==> src/verilog/flag_offset_pkg.sv <==
// constants for the programmable flag offset block
// assumes one 200 MHz clock; write and read strobes sampled on it
package flag_offset_pkg;

  // ==========================================================================
  // geometry
  localparam int OFS_W = 13;
  localparam int SER_BITS = 26;
  localparam int SIDX_W = 5;
  localparam logic [SIDX_W-1:0] SER_LAST = 5'h19;
  localparam int DATA_W = 18;
  localparam int CNT_W = 14;
  localparam logic [CNT_W-1:0] DEPTH_WORDS = 14'h2000;

  // ==========================================================================
  // default offsets chosen at master reset
  localparam logic [OFS_W-1:0] PAR_DEFAULT = 13'h007F;
  localparam logic [OFS_W-1:0] SER_DEFAULT = 13'h03FF;

  // ==========================================================================
  // flag validity delays
  localparam int CLK_PERIOD_PS = 5000;
  localparam int CLOCK_SKEW_NS = 5;
  localparam int SKEW_CYC_RAW = (CLOCK_SKEW_NS * 1000 + CLK_PERIOD_PS - 1) / CLK_PERIOD_PS;
  localparam int SKEW_CYC = (SKEW_CYC_RAW < 1) ? 1 : SKEW_CYC_RAW;
  localparam int AF_EDGES = 2;
  localparam int AE_EDGES = 2;
  localparam logic [2:0] AF_LOAD = 3'(AF_EDGES);
  localparam logic [2:0] AE_LOAD = 3'(AE_EDGES + SKEW_CYC);

  // ==========================================================================
  // register map (byte addresses)
  localparam int ADDR_W = 12;
  localparam logic [ADDR_W-1:0] CTRL_ADDR = 12'h000;
  localparam logic [ADDR_W-1:0] STATUS_ADDR = 12'h004;
  localparam logic [ADDR_W-1:0] EMPTY_OFS_ADDR = 12'h008;
  localparam logic [ADDR_W-1:0] FULL_OFS_ADDR = 12'h00C;

  // control fields
  localparam int CTRL_FLAG_EN_BIT = 0;
  localparam logic CTRL_FLAG_EN_RST = 1'b1;

  // status fields
  localparam int ST_SERIAL_BIT = 0;
  localparam int ST_FIRST_WORD_FALL_THROUGH_BIT = 1;
  localparam int ST_AE_VLD_BIT = 2;
  localparam int ST_AF_VLD_BIT = 3;
  localparam int ST_WPTR_BIT = 4;
  localparam int ST_RPTR_BIT = 5;
  localparam int ST_SIDX_LSB = 8;

endpackage

==> src/verilog/flag_offset_ctrl.sv <==
// programmable almost-empty / almost-full offset logic with apb status
// assumes all pins synchronous to clk_in; word count comes from the datapath
//
// How it works
// - master reset loads 127 parallel, 1023 serial
// - load method latched only at master reset
// - serial shift lsb-first while load and shift low
// - serial sequence is 26 bits for both
// - serial loads both registers; flags valid after all
// - no serial capture when shift enable high
// - paused serial load resumes at next bit
// - almost-full valid two write edges after load
// - almost-empty valid two read edges plus skew
// - offsets readable only in parallel on output
// - first parallel write goes to empty offset
// - master reset points both pointers at empty
// - partial reset leaves both pointers alone
// - load high writes memory; offsets resume sequence
// - each flag invalid until its word written
// - readback order empty, full, empty, repeating
// - interrupted readback resumes at next register
// - offset read replaces the output data word
// - readback allowed in every timing and load mode
// - load high at reset selects serial, else parallel
// - fall-through: almost-empty low at offset plus one
`timescale 1ns/1ps
`default_nettype none

module flag_offset_ctrl
  import flag_offset_pkg::*;
(
  // clock and reset
  input wire logic clk_in,
  input wire logic sys_rst_in,
  // device resets and mode strap
  input wire logic master_reset_n_in,
  input wire logic partial_reset_n_in,
  input wire logic first_word_fall_through_in,
  // programming pins
  input wire logic offset_load_n_in,
  input wire logic serial_shift_enable_n_in,
  input wire logic write_enable_n_in,
  input wire logic read_enable_n_in,
  input wire logic serial_offset_in,
  input wire logic [DATA_W-1:0] data_in_bus_in,
  // memory datapath
  input wire logic [DATA_W-1:0] mem_rd_data_in,
  input wire logic [CNT_W-1:0] word_count_in,
  output logic mem_wr_out,
  output logic mem_rd_out,
  output logic [DATA_W-1:0] mem_wr_data_out,
  // outputs
  output logic [DATA_W-1:0] data_out_bus_out,
  output logic almost_empty_n_out,
  output logic almost_full_n_out,
  // apb slave
  input wire logic psel,
  input wire logic penable,
  input wire logic pwrite,
  input wire logic [ADDR_W-1:0] paddr,
  input wire logic [31:0] pwdata,
  output logic pready,
  output logic [31:0] prdata,
  output logic pslverr
);

  // ==========================================================================
  // state
  logic serial_q;
  logic first_word_fall_through_q;
  logic [2*OFS_W-1:0] offs_q;
  logic [SIDX_W-1:0] sidx_q;
  logic wptr_q;
  logic rptr_q;
  logic ae_vld_q;
  logic af_vld_q;
  logic [2:0] ae_cnt_q;
  logic [2:0] af_cnt_q;
  logic flag_en_q;
  logic [DATA_W-1:0] data_out_q;
  logic ae_n_q;
  logic af_n_q;
  logic mem_wr_q;
  logic mem_rd_q;
  logic [DATA_W-1:0] mem_wr_data_q;
  logic pready_q;
  logic [31:0] prdata_q;
  logic pslverr_q;

  // ==========================================================================
  // operation decode
  logic run;
  logic ser_shift;
  logic par_wr;
  logic off_rd;
  logic mem_wr;
  logic mem_rd;
  logic ser_start;
  logic ser_done;
  logic par_empty_wr;
  logic par_full_wr;
  logic [OFS_W-1:0] empty_ofs;
  logic [OFS_W-1:0] full_ofs;

  assign run = master_reset_n_in && partial_reset_n_in;
  // serial only when latched serial, load and shift both low
  assign ser_shift = run && serial_q && !offset_load_n_in && !serial_shift_enable_n_in;
  // parallel only when latched parallel
  assign par_wr = run && !serial_q && !offset_load_n_in && !write_enable_n_in;
  // readback in any mode
  assign off_rd = run && !offset_load_n_in && !read_enable_n_in;
  assign mem_wr = run && offset_load_n_in && !write_enable_n_in;
  assign mem_rd = run && offset_load_n_in && !read_enable_n_in;
  assign ser_start = ser_shift && (sidx_q == '0);
  assign ser_done = ser_shift && (sidx_q == SER_LAST);
  assign par_empty_wr = par_wr && !wptr_q;
  assign par_full_wr = par_wr && wptr_q;
  assign empty_ofs = offs_q[OFS_W-1:0];
  assign full_ofs = offs_q[2*OFS_W-1:OFS_W];

  // ==========================================================================
  // load method and timing mode strap
  always_ff @(posedge clk_in)
  begin
    if (sys_rst_in)
    begin
      serial_q <= 1'b0;
      first_word_fall_through_q <= 1'b0;
    end
    else if (!master_reset_n_in)
    begin
      serial_q <= offset_load_n_in;
      first_word_fall_through_q <= first_word_fall_through_in;
    end
  end

  // ==========================================================================
  // offset registers
  always_ff @(posedge clk_in)
  begin
    if (sys_rst_in)
    begin
      offs_q <= {PAR_DEFAULT, PAR_DEFAULT};
    end
    else if (!master_reset_n_in)
    begin
      if (offset_load_n_in)
      begin
        offs_q <= {SER_DEFAULT, SER_DEFAULT};
      end
      else
      begin
        offs_q <= {PAR_DEFAULT, PAR_DEFAULT};
      end
    end
    else if (ser_shift)
    begin
      offs_q[sidx_q] <= serial_offset_in;
    end
    else if (par_wr)
    begin
      offs_q[wptr_q*OFS_W +: OFS_W] <= data_in_bus_in[OFS_W-1:0];
    end
  end

  // ==========================================================================
  // serial bit index
  always_ff @(posedge clk_in)
  begin
    if (sys_rst_in || !master_reset_n_in)
    begin
      sidx_q <= '0;
    end
    else if (ser_shift)
    begin
      // a paused shift simply holds the index
      if (sidx_q == SER_LAST)
      begin
        sidx_q <= '0;
      end
      else
      begin
        sidx_q <= sidx_q + 5'h01;
      end
    end
  end

  // ==========================================================================
  // offset write and read pointers
  always_ff @(posedge clk_in)
  begin
    if (sys_rst_in || !master_reset_n_in)
    begin
      wptr_q <= 1'b0;
      rptr_q <= 1'b0;
    end
    else
    begin
      // partial reset blocks ops, so pointers stay put
      if (par_wr)
      begin
        wptr_q <= !wptr_q;
      end
      if (off_rd)
      begin
        rptr_q <= !rptr_q;
      end
    end
  end

  // ==========================================================================
  // flag validity tracking
  always_ff @(posedge clk_in)
  begin
    if (sys_rst_in || !master_reset_n_in)
    begin
      ae_vld_q <= 1'b1;
      af_vld_q <= 1'b1;
      ae_cnt_q <= '0;
      af_cnt_q <= '0;
    end
    else
    begin
      if (ser_done || par_empty_wr)
      begin
        ae_vld_q <= 1'b0;
        ae_cnt_q <= AE_LOAD;
      end
      else if (ser_start)
      begin
        ae_vld_q <= 1'b0;
        ae_cnt_q <= '0;
      end
      else if (ae_cnt_q != '0)
      begin
        ae_cnt_q <= ae_cnt_q - 3'h1;
        if (ae_cnt_q == 3'h1)
        begin
          ae_vld_q <= 1'b1;
        end
      end
      if (ser_done || par_full_wr)
      begin
        af_vld_q <= 1'b0;
        af_cnt_q <= AF_LOAD;
      end
      else if (ser_start || par_empty_wr)
      begin
        af_vld_q <= 1'b0;
        af_cnt_q <= '0;
      end
      else if (af_cnt_q != '0)
      begin
        af_cnt_q <= af_cnt_q - 3'h1;
        if (af_cnt_q == 3'h1)
        begin
          af_vld_q <= 1'b1;
        end
      end
    end
  end

  // ==========================================================================
  // partial flags, held while their offset is invalid
  logic [CNT_W-1:0] ae_thr;
  logic [CNT_W-1:0] af_thr;

  always_comb
  begin
    ae_thr = CNT_W'(empty_ofs) + (first_word_fall_through_q ? 14'h0002 : 14'h0001);
    af_thr = DEPTH_WORDS + {13'h0000, first_word_fall_through_q} - CNT_W'(full_ofs);
  end

  always_ff @(posedge clk_in)
  begin
    if (sys_rst_in || !master_reset_n_in || !partial_reset_n_in)
    begin
      ae_n_q <= 1'b0;
      af_n_q <= 1'b1;
    end
    else
    begin
      if (!flag_en_q)
      begin
        ae_n_q <= 1'b1;
      end
      else if (ae_vld_q)
      begin
        ae_n_q <= (word_count_in >= ae_thr);
      end
      if (!flag_en_q)
      begin
        af_n_q <= 1'b1;
      end
      else if (af_vld_q)
      begin
        af_n_q <= !(word_count_in >= af_thr);
      end
    end
  end

  // ==========================================================================
  // output word and memory strobes
  always_ff @(posedge clk_in)
  begin
    if (sys_rst_in || !master_reset_n_in || !partial_reset_n_in)
    begin
      data_out_q <= '0;
    end
    else if (off_rd)
    begin
      data_out_q <= DATA_W'(rptr_q ? full_ofs : empty_ofs);
    end
    else if (mem_rd)
    begin
      data_out_q <= mem_rd_data_in;
    end
  end

  always_ff @(posedge clk_in)
  begin
    if (sys_rst_in)
    begin
      mem_wr_q <= 1'b0;
      mem_rd_q <= 1'b0;
      mem_wr_data_q <= '0;
    end
    else
    begin
      mem_wr_q <= mem_wr;
      mem_rd_q <= mem_rd;
      mem_wr_data_q <= data_in_bus_in;
    end
  end

  // ==========================================================================
  // apb slave: answer in the second access cycle
  logic apb_acc;
  logic addr_ok;
  logic [31:0] rd_mux;

  assign apb_acc = psel && penable && pready_q;

  always_comb
  begin
    rd_mux = 32'h0000_0000;
    addr_ok = 1'b1;
    case (paddr)
      CTRL_ADDR: rd_mux[CTRL_FLAG_EN_BIT] = flag_en_q;
      STATUS_ADDR:
      begin
        rd_mux[ST_SERIAL_BIT] = serial_q;
        rd_mux[ST_FIRST_WORD_FALL_THROUGH_BIT] = first_word_fall_through_q;
        rd_mux[ST_AE_VLD_BIT] = ae_vld_q;
        rd_mux[ST_AF_VLD_BIT] = af_vld_q;
        rd_mux[ST_WPTR_BIT] = wptr_q;
        rd_mux[ST_RPTR_BIT] = rptr_q;
        rd_mux[ST_SIDX_LSB +: SIDX_W] = sidx_q;
      end
      EMPTY_OFS_ADDR: rd_mux[OFS_W-1:0] = empty_ofs;
      FULL_OFS_ADDR: rd_mux[OFS_W-1:0] = full_ofs;
      default: addr_ok = 1'b0;
    endcase
  end

  always_ff @(posedge clk_in)
  begin
    if (sys_rst_in)
    begin
      pready_q <= 1'b0;
      prdata_q <= '0;
      pslverr_q <= 1'b0;
    end
    else
    begin
      pready_q <= psel && penable && !pready_q;
      if (psel && penable && !pready_q)
      begin
        prdata_q <= pwrite ? 32'h0000_0000 : rd_mux;
        pslverr_q <= !addr_ok;
      end
      else
      begin
        prdata_q <= '0;
        pslverr_q <= 1'b0;
      end
    end
  end

  always_ff @(posedge clk_in)
  begin
    if (sys_rst_in)
    begin
      flag_en_q <= CTRL_FLAG_EN_RST;
    end
    else if (apb_acc && pwrite && (paddr == CTRL_ADDR))
    begin
      flag_en_q <= pwdata[CTRL_FLAG_EN_BIT];
    end
  end

  // ==========================================================================
  // outputs
  assign data_out_bus_out = data_out_q;
  assign almost_empty_n_out = ae_n_q;
  assign almost_full_n_out = af_n_q;
  assign mem_wr_out = mem_wr_q;
  assign mem_rd_out = mem_rd_q;
  assign mem_wr_data_out = mem_wr_data_q;
  assign pready = pready_q;
  assign prdata = prdata_q;
  assign pslverr = pslverr_q;

  // ==========================================================================
  // checks
  AST_DEFAULT_LOAD: assert property (@(posedge clk_in) disable iff (sys_rst_in)
    !master_reset_n_in |=> offs_q == ($past(offset_load_n_in) ? {SER_DEFAULT, SER_DEFAULT} : {PAR_DEFAULT, PAR_DEFAULT}))
    else $error("default offsets wrong after master reset");

  AST_MODE_LATCH: assert property (@(posedge clk_in) disable iff (sys_rst_in)
    master_reset_n_in |=> $stable(serial_q) && $stable(first_word_fall_through_q))
    else $error("load method changed outside master reset");

  AST_SERIAL_BIT: assert property (@(posedge clk_in) disable iff (sys_rst_in)
    ser_shift |=> offs_q[$past(sidx_q)] == $past(serial_offset_in) && sidx_q != $past(sidx_q))
    else $error("serial bit not captured");

  AST_SERIAL_WRAP: assert property (@(posedge clk_in) disable iff (sys_rst_in)
    ser_shift && sidx_q == SER_LAST |=> sidx_q == '0)
    else $error("serial sequence length wrong");

  AST_SEN_HIGH_HOLD: assert property (@(posedge clk_in) disable iff (sys_rst_in)
    master_reset_n_in && serial_q && !offset_load_n_in && serial_shift_enable_n_in
      |=> $stable(offs_q) && $stable(sidx_q))
    else $error("serial capture with shift enable high");

  AST_AF_VALID: assert property (@(posedge clk_in) disable iff (sys_rst_in)
    ser_done ##1 (!ser_shift && master_reset_n_in) [*2] |-> !af_vld_q ##1 af_vld_q)
    else $error("almost-full validity not two edges after load");

  AST_AE_VALID: assert property (@(posedge clk_in) disable iff (sys_rst_in)
    ser_done ##1 (!ser_shift && master_reset_n_in) [*3] |-> !ae_vld_q ##1 ae_vld_q)
    else $error("almost-empty validity delay wrong");

  AST_PAR_FIRST: assert property (@(posedge clk_in) disable iff (sys_rst_in)
    par_wr && !wptr_q |=> empty_ofs == $past(data_in_bus_in[OFS_W-1:0]) && wptr_q)
    else $error("parallel write missed empty offset");

  AST_MRS_PTRS: assert property (@(posedge clk_in) disable iff (sys_rst_in)
    !master_reset_n_in |=> !wptr_q && !rptr_q && sidx_q == '0)
    else $error("pointers not cleared by master reset");

  AST_PRS_PTRS: assert property (@(posedge clk_in) disable iff (sys_rst_in)
    master_reset_n_in && !partial_reset_n_in |=> $stable(wptr_q) && $stable(rptr_q) && $stable(offs_q))
    else $error("partial reset disturbed offset state");

  AST_READ_ORDER: assert property (@(posedge clk_in) disable iff (sys_rst_in)
    off_rd |=> data_out_q == DATA_W'($past(rptr_q) ? $past(full_ofs) : $past(empty_ofs)) && rptr_q != $past(rptr_q))
    else $error("offset readback order wrong");

  AST_IDLE: assert property (@(posedge clk_in) disable iff (sys_rst_in)
    run && offset_load_n_in && write_enable_n_in && read_enable_n_in
      |=> !mem_wr_q && !mem_rd_q && $stable(offs_q) && $stable(data_out_q))
    else $error("operation while all controls idle");

endmodule

`default_nettype wire

==> config.mk <==
export PLATFORM = sky130hd
export DESIGN_NAME = flag_offset_ctrl
export DESIGN_NICKNAME = d
export VERILOG_FILES = /design/src/verilog/flag_offset_pkg.sv /design/src/verilog/flag_offset_ctrl.sv
export SDC_FILE = /design/constraint.sdc
export NUM_CORES = 1
export LEC_CHECK = 0
export CAP_MARGIN = 30
export CORE_MARGIN = 2
export CORE_UTILIZATION = 45
export DETAILED_ROUTE_END_ITERATION = 7
export DONT_BUFFER_PORTS = 1
export MAX_ROUTING_LAYER = met4
export PLACE_DENSITY_LB_ADDON = 0.3
export RECOVER_POWER = 25
export SKIP_CTS_REPAIR_TIMING = 1
export SLEW_MARGIN = 10
export SYNTH_ARGS = -nofsm -noshare
export SYNTH_HDL_FRONTEND = slang
export SYNTH_SLANG_ARGS = --single-unit
==> constraint.sdc <==
create_clock -name clk_in -period 2.7 [get_ports clk_in]
set_input_delay 0.405 -clock clk_in [delete_from_list [all_inputs] [get_ports clk_in]]
set_output_delay 0.405 -clock clk_in [all_outputs]
set_load 0.1 [all_outputs]
After elaboration in Yosys (flattened, before gate mapping):

Cells that the tools add are included.

* register bits after elaboration: 118
* bits of input ports: 107
* output and inout bits: 74
* logic and storage cells: 137

* add/subtract/negate cells: 7
* multipliers: 1
* $lt $le $gt $ge: 4
* equality and inequality tests: 8
* shift operators: 2
* multiplexer cells: 34
* bitwise operators: 2
* reduce and logical (&&, ||, !) cells: 56

Operators with widths (count)
* 2-to-1 mux 26 bit: 3
* bitwise mux 26 bit: 2
* 2-to-1 mux 18 bit: 2
* negator 5 -> 34 bit: 1
* variable shift 13 x 34 -> 26 bit, first input constant: 1
* variable part select 13 x 34 -> 26 bit: 1
* case mux 5 bit (3 select lines): 2
* >= comparator 14 bit: 2
* equality test 12 x 4 -> 1 bit, second input constant: 2
* 2-to-1 mux 23 bit: 1
* logical AND 1 bit: 22
* nonzero test 3 bit: 6
* adder 13 x 2 -> 14 bit: 1
* adder 14 x 1 -> 14 bit, first input constant: 1
* 2-to-1 mux 2 bit: 7
* subtractor 14 x 13 -> 14 bit: 1
* 2-to-1 mux 13 bit: 1
* equality test 12 x 3 -> 1 bit, second input constant: 1
* zero test 1 bit: 12
* zero test 12 bit: 1
* 2-to-1 mux 1 bit: 12
* OR reduction 3 bit: 3
* equality test 3 x 1 -> 1 bit, second input constant: 2
* < comparator 5 x 6 -> 1 bit, second input constant: 1
* 18 further kinds: 26

Depth between registers and ports, before layout:

Gate-level depths: netlist (run 1).

* depth in word-level cells: 8
* depth in mapped cells: 13
* gate-level depth less buffers: 13

Worst setup path after synthesis (run 1):

No wires, ideal clock.

* path type: flip-flop to flip-flop
* start point: register first_word_fall_through_q
* end point: register ae_n_q (netlist: almost_empty_n_out)
* setup time: 0.120 ns
* arrival time: 2.434 ns
* data required time: 2.580 ns
* setup slack: 0.146 ns
* stages on the path, launching flop included: 13
* buffers on the path: 0
* period minus slack after synthesis: 2.554 ns
* path through: dfxtp_1 inv_1 ha_1 inv_1 fa_1 nor3b_1 nand4_1 xnor2_1 ha_1 a211oi_1 o21ai_0 a211oi_1 nor2_1

* longest elaborated chain between the ends: 5

RTL lines
* from (decl): RTL line flag_offset_ctrl.sv:70 `logic first_word_fall_through_q;`
* from (signal assigned): RTL line flag_offset_ctrl.sv:133 `first_word_fall_through_q <= first_word_fall_through_in;`
* 2-to-1 mux 2 bit: RTL line flag_offset_ctrl.sv:270 `ae_thr = CNT_W'(empty_ofs) + (first_word_fall_through_q ? 14'h0002 : 14'h0001);`
* adder 13 x 2 -> 14 bit: RTL line flag_offset_ctrl.sv:270
* >= comparator 14 bit: RTL line flag_offset_ctrl.sv:289 `ae_n_q <= (word_count_in >= ae_thr);`
* 2-to-1 mux 1 bit: RTL line flag_offset_ctrl.sv:287 `else if (ae_vld_q)`
* 2-to-1 mux 1 bit: RTL line flag_offset_ctrl.sv:283 `if (!flag_en_q)`
* to (signal assigned): RTL line flag_offset_ctrl.sv:289
* to (decl): RTL line flag_offset_ctrl.sv:81 `logic ae_n_q;`

No other way between the ends. The select of a mux whose other input is x is not followed.
A chain may end at the register's enable or synchronous reset.

Worst setup path after layout (run 1):

Same ends and word-level chain as after synthesis.

==> results of run 1 <==
layout make-up:
cell class / count / share of cell area
Tap cell: 172 / 0.0342
Sequential cell: 99 / 0.315
Multi-Input combinational cell: 524 / 0.565
Timing Repair Buffer: 24 / 0.0268
Clock buffer: 12 / 0.0408
Clock inverter: 3 / 0.00378
Inverter: 25 / 0.0149
cells by family after synthesis:
| group | after synthesis |
|---|---|
| muxes | 34 |
| xor gates and xnor gates | 28 |
| DFF | 99 |
| and+or+nand+nor | 255 |
| AOI/OAI and AO/OA | 147 |
| other | 1 |
| adders and majority gates | 41 |
| buffers and inverters | 86 |
cells in the mapped netlist (7+ instances only):
cell type and number:
dfxtp_1 99, nand2_1 85, nor2_1 49, ha_1 40
a21oi_1 28, clkbuf_1 28, nand3_1 28, a31oi_1 27
nor2b_1 27, inv_1 24, o21ai_0 24, buf_4 19
mux2_2 17, mux2i_1 16, xor2_1 15, nor3_1 13
xnor2_1 13, a22oi_1 11, nand4_1 10, buf_2 9
nor3b_1 9, o21a_1 8, a221oi_1 7
worst max-delay path by stage:
| stage | startpoint | to | slack, ns | cells past startpoint |
|---|---|---|---|---|
| floorplan | first_word_fall_through_q$_SDFFE_PP0N_ | almost_empty_n_out$_SDFFE_PP0P_ | 0.15 | 12 |
| global placement | first_word_fall_through_q$_SDFFE_PP0N_ | almost_empty_n_out$_SDFFE_PP0P_ | 0.14 | 13 |
| detailed placement | first_word_fall_through_q$_SDFFE_PP0N_ | almost_empty_n_out$_SDFFE_PP0P_ | 0.02 | 13 |
| CTS | first_word_fall_through_q$_SDFFE_PP0N_ | almost_empty_n_out$_SDFFE_PP0P_ | 0.009 | 13 |
| global route | first_word_fall_through_q$_SDFFE_PP0N_ | almost_empty_n_out$_SDFFE_PP0P_ | -0.03 | 13 |
| finish | first_word_fall_through_q$_SDFFE_PP0N_ | almost_empty_n_out$_SDFFE_PP0P_ | 0.12 | 13 |
critical path: stages, from the launching register on:
cell,delay (ns)
dfxtp_1,0.32
inv_2,0.09
ha_2,0.18
inv_1,0.06
fa_1,0.40
nor3b_2,0.17
buf_4,0.15
nand4_1,0.11
xnor2_1,0.16
ha_1,0.21
a211oi_2,0.22
o21ai_1,0.13
a211oi_1,0.20
nor2_1,0.07
power groups by stage:
stage                     clock network (mW)  logic (mW)  registers (mW)
after global placement                     0       0.567            1.73
final                                   1.23       0.599            1.70
after CTS                               1.24       0.589            1.69
after global routing                    1.30       0.656            1.70
after detailed placement                   0       0.586            1.73
after floorplan                            0       0.512            1.71
state kept, by name (all words and copies together) (netlist names), 3 cells and up:
signal / cells
offs_q: 26
data_out_bus_out: 18
mem_wr_data_out: 18
prdata: 13
sidx_q: 5
ae_cnt_q: 3
af_cnt_q: 3
routing by layer:
layer  vias up  GRT usage
li1       2407          -
met1      2377      0.298
met2       234      0.398
met3        38     0.0630
met4         0      0.109
met5         -          -
through the flow:
| stage | hold slack [ns] | power, mW |
|---|---|---|
| 2_1_floorplan | 0.472 | 2.22 |
| 3_3_place_gp | 0.459 | 2.29 |
| 3_5_place_dp | 0.468 | 2.31 |
| 4_1_cts | 0.114 | 3.53 |
| 5_1_grt | 0.111 | 3.66 |
| 6_report | 0.123 | 3.52 |
==> flow_summary.json, run 1 <==
{
  "status": "completed",
  "seqCellArea_mm2": 0.00198,
  "die_area_mm2": 0.0139,
  "slew_headroom": 0.186,
  "die_x_um": 118,
  "grt_pass1_vias": 4883,
  "skew_ns": 0.0154,
  "worstHoldPathCells": 1,
  "gp_congestion": 0.955,
  "portBuffers": 0,
  "vias": 5056,
  "ys.flop_type": "dfxtp_1",
  "fin_crit_sh": 0.955,
  "synthesis.area_mm2": 0.00586,
  "final_cell_mix": "dfxtp_1 (99), nand2_1 (85), nor2_1 (49)",
  "min_to": "mem_wr_out$_SDFF_PP0_",
  "synth_xor_area_frac": 0.0419,
  "power_frac_clock": 0.348,
  "synth_top_family_by_area": "simple AND/OR/NAND/NOR gates",
  "hold_viol_final": 0,
  "htree_levels": 3,
  "fin_crit_ns": 2.58,
  "drt.antenna.violating_nets": 0,
  "fin_cells": 859,
  "nets": 831,
  "grt_max_degree": 35,
  "critPathCaptureType": "flip-flop",
  "drt-pass1-iter-count": 5,
  "area_delta_synth_final_pct": 7.48,
  "r2r_end": "almost_empty_n_out$_SDFFE_PP0P_",
  "antennaDiodeCount": 0,
  "synthCells": 691,
  "path_clk_slew_ns": 0.07,
  "grt_overflow": 0,
  "die_h_um": 118,
  "cts_buffers": 9,
  "met2_length_mm": 8.27,
  "drv_slew": 0,
  "nFillCells": 1204,
  "worst_pin_slew_ns": 1.22,
  "synth-simple-area-share": 0.216,
  "synth_top_area_cell": "dfxtp_1",
  "fmax_ghz": 0.388,
  "fin_setup_tns_ns": 0,
  "drive_above_1_share": 0.108,
  "cts-root-buf": "clkbuf_16",
  "coreArea_mm2": 0.0127,
  "final_util": 0.497,
  "ys_ff_latch": 99,
  "met1Wirelength_mm": 7.00,
  "grt_usage": 0.249,
  "clock_latency_ns": 0.35,
  "vias_per_cell": 5.89,
  "cts_tree": "done",
  "rows": 41,
  "rrSetupSlack_ns": 0.12,
  "cp_max_fo": 4,
  "final_area_mm2": 0.00629,
  "synthTopCellsByArea": "dfxtp_1 (34%), ha_1 (8.5%), nand2_1 (5.4%), mux2_2 (3.3%), nor2_1 (3.1%)",
  "power_leakage_nw": 2.35,
  "worstPathRequired_ns": 2.94,
  "synth_edf_count": 0,
  "synth_compound_area_frac": 0.177,
  "ios": 181,
  "finalWirelength_mm": 17.2,
  "ir_drop_mv": 0.260,
  "final_common_cell": "dfxtp_1",
  "cap_violations": 0,
  "postPlaceCellArea_mm2": 0.00598,
  "yosysWarnings": 0,
  "min_from": "write_enable_n_in",
  "cts_buffer_depth": 2,
  "p_per_area_mw_per_mm2": 560,
  "arrival_ns": 2.82,
  "async_flop_share": 0,
  "synthDistinctLibCells": 67,
  "seq_power_share": 0.482,
  "start_util": 0.462,
  "cp-start-kind": "flip-flop",
  "dp.cells": 843,
  "dr_wl_met3_mm": 1.40,
  "synthAdderAreaFrac": 0.0889,
  "synthMuxAreaShare": 0.0639,
  "cts.sinks": 99,
  "ys_seq_area_frac": 0.338,
  "top_layer": "met4",
  "crit_type": "reg2reg",
  "pre_cts_ws_ns": 0.0154,
  "grt_pass1_wl_mm": 26.6,
  "p_comb_frac": 0.170,
  "min_path_type": "in2reg",
  "switching_share": 0.319,
  "routedWlPerCell_um": 20.0,
  "drc": 0,
  "multiInputGateArea_mm2": 0.00355,
  "yosys.area.top_type_share": 0.338,
  "p_int_mw": 2.40,
  "hpwl_mm": 13.0,
  "antenna_found_initial": 0,
  "r2r_start": "first_word_fall_through_q$_SDFFE_PP0N_",
  "p_switching_mw": 1.12,
  "rr_worst_depth": 13,
  "syn_avg_cell_area_um2": 8.47,
  "finalSetupViolCount": 0,
  "drt_iter0_drc": 382,
  "setup_slack_ns": 0.122
}
No activity file was read; power rests on OpenSTA's default activity.
==> run 2, diff against run 1 <==
--- a/config.mk
+++ b/config.mk
@@ -7,7 +7,7 @@
 export LEC_CHECK = 0
 export CAP_MARGIN = 30
 export CORE_MARGIN = 2
-export CORE_UTILIZATION = 45
+export CORE_UTILIZATION = 55
 export DETAILED_ROUTE_END_ITERATION = 7
 export DONT_BUFFER_PORTS = 1
 export MAX_ROUTING_LAYER = met4
==> run 2 against run 1 <==
Net effect:
- hold slack got worse by 0.040 ns
- power is 10% lower
- sequential share of layout area up 0.82 points
- via count increased by 0.26%
- global-route usage rose by 4.4 points
- combinational power is essentially flat
- critical endpoint unchanged
- largest power group unchanged
==> flow_summary.json, run 2 (synthesized netlist as in run 1, its figures left out) <==
{
  "regMostFlops": "offs_q",
  "antenna_found_initial": 0,
  "crit_buf_inv": 1,
  "ios": 181,
  "vias_per_cell": 6.17,
  "grt_max_degree": 35,
  "cts-root-buf": "clkbuf_8",
  "grt_pass1_wl_mm": 25.5,
  "p_per_area_mw_per_mm2": 515,
  "grt_pass1_vias": 4853,
  "gp_congestion": 0.993,
  "portBuffers": 0,
  "ir_drop_mv": 0.296,
  "cts_buffers": 9,
  "worstPathCellList": "buf_4 -> ha_1 -> a21oi_1 -> nor2_1 -> and3_1 -> nand3_1 -> xor2_1 -> ha_1 -> a21oi_1 -> o21ai_0 -> a211oi_2 -> nor2_1",
  "finalWirelength_mm": 16.4,
  "path_clk_slew_ns": 0.10,
  "rsz0062_at_grt": "no",
  "status": "completed",
  "fin_crit_ns": 2.51,
  "cp-startpoint": "first_word_fall_through_q$_SDFFE_PP0N_",
  "htree_levels": 3,
  "worstPathRequired_ns": 2.98,
  "drv_slew": 0,
  "grt_usage": 0.294,
  "cp_top_family": "simple AND/OR/NAND/NOR gates",
  "rr_worst_depth": 12,
  "die_x_um": 107,
  "drt.antenna.violating_nets": 0,
  "die_area_mm2": 0.0115,
  "cap_violations": 0,
  "drive_above_1_share": 0.109,
  "fin_setup_tns_ns": 0,
  "cts_tree": "done",
  "r2r_start": "first_word_fall_through_q$_SDFFE_PP0N_",
  "hpwl_mm": 12.5,
  "min_path_type": "in2reg",
  "rows": 37,
  "largest_reg_flops": 26,
  "drt_iter0_drc": 507,
  "cp-start-kind": "flip-flop",
  "clock_latency_ns": 0.38,
  "grt_overflow": 0,
  "cp_max_fo": 4,
  "coreArea_mm2": 0.0103,
  "crit_type": "reg2reg",
  "hold_viol_final": 0,
  "critPathCaptureType": "flip-flop",
  "skew_ns": 0.0102,
  "cpPeakStageDelay_ns": 0.32,
  "final_common_cell": "dfxtp_1",
  "finalSetupViolCount": 0,
  "drc": 0,
  "finalPower_mw": 3.16,
  "nets": 830,
  "rrSetupSlack_ns": 0.19,
  "slew_headroom": 0.229,
  "fin_crit_sh": 0.931,
  "r2r_end": "almost_empty_n_out$_SDFFE_PP0P_",
  "drt-pass1-iter-count": 5,
  "worst_pin_slew_ns": 1.16,
  "vias": 5069,
  "cts.sinks": 99,
  "area_delta_synth_final_pct": 4.81,
  "die_h_um": 107,
  "fmax_ghz": 0.398,
  "final_cell_mix": "dfxtp_1 (98), nand2_1 (85), nor2_1 (49)",
  "routedWlPerCell_um": 19.9,
  "power_leakage_nw": 2.31,
  "start_util": 0.567,
  "antennaDiodeCount": 0,
  "cts_buffer_depth": 2,
  "arrival_ns": 2.79,
  "worst-path-stages": 12,
  "crit_end": "almost_empty_n_out$_SDFFE_PP0P_",
  "cp_slowest_cell": "dfxtp_1"
}
run 2: routing by layer:
| metal | up-vias | GRT usage | wire length, um |
|---|---|---|---|
| met1 | 2374 | 0.352 | 6630 |
| met5 | - | - | 0 |
| met4 | 0 | 0.127 | 520 |
| met3 | 35 | 0.0657 | 1300 |
| met2 | 241 | 0.476 | 7920 |
| li1 | 2419 | - | - |
run 2: stage by stage:
step                      hold slack (ns)  setup WS, ns  cell area (um2)   util  std cells
after CTS                          0.0708        0.0517             6100  0.591        822
after global placement              0.457         0.131             5930  0.575        807
final                              0.0831         0.185             6140  0.594        822
after global routing               0.0715       0.00325             6140  0.594        822
after detailed placement            0.467        0.0653             5930  0.575        807
after floorplan                     0.472         0.146             5920      -        709
run 2: worst reg2reg max path, cell delays in order, from the launching register on:
cell and delay (ns):
dfxtp_1 0.32, buf_4 0.15, ha_1 0.28, a21oi_1 0.08
nor2_1 0.18, and3_1 0.27, nand3_1 0.11, xor2_1 0.18
ha_1 0.32, a21oi_1 0.14, o21ai_0 0.11, a211oi_2 0.20
nor2_1 0.07
run 2: report_power, final:
part	internal (mW)	leakage, nW	switching (mW)
Sequential	1.51	0.809	0.188
Combinational	0.221	1.42	0.378
Clock	0.331	0.0815	0.530
Total	2.06	2.31	1.10
run 2: final cells by class:
class / instances / area [um2]
flip-flops and latches: 99 / 1980
fillers: 931 / 4190
well taps: 136 / 170
clock inverters: 6 / 42.5
repair buffers: 23 / 165
multi-input cells: 524 / 3560
inverters: 25 / 93.8
clock buffers: 9 / 124
run 2: how the worst min path moves through the flow:
stage | slack (ns) | to | cells after the start | startpoint
3_3_place_gp | 0.46 | pready$_SDFF_PP0_ | 1 | pready$_SDFF_PP0_
2_1_floorplan | 0.47 | offs_q[1]$_SDFFE_PP1P_ | 2 | offs_q[1]$_SDFFE_PP1P_
4_1_cts | 0.07 | offs_q[25]$_SDFFE_PP0P_ | 1 | sys_rst_in
6_report | 0.08 | mem_wr_out$_SDFF_PP0_ | 1 | write_enable_n_in
3_5_place_dp | 0.47 | pready$_SDFF_PP0_ | 1 | pready$_SDFF_PP0_
5_1_grt | 0.07 | offs_q[25]$_SDFFE_PP0P_ | 1 | sys_rst_in
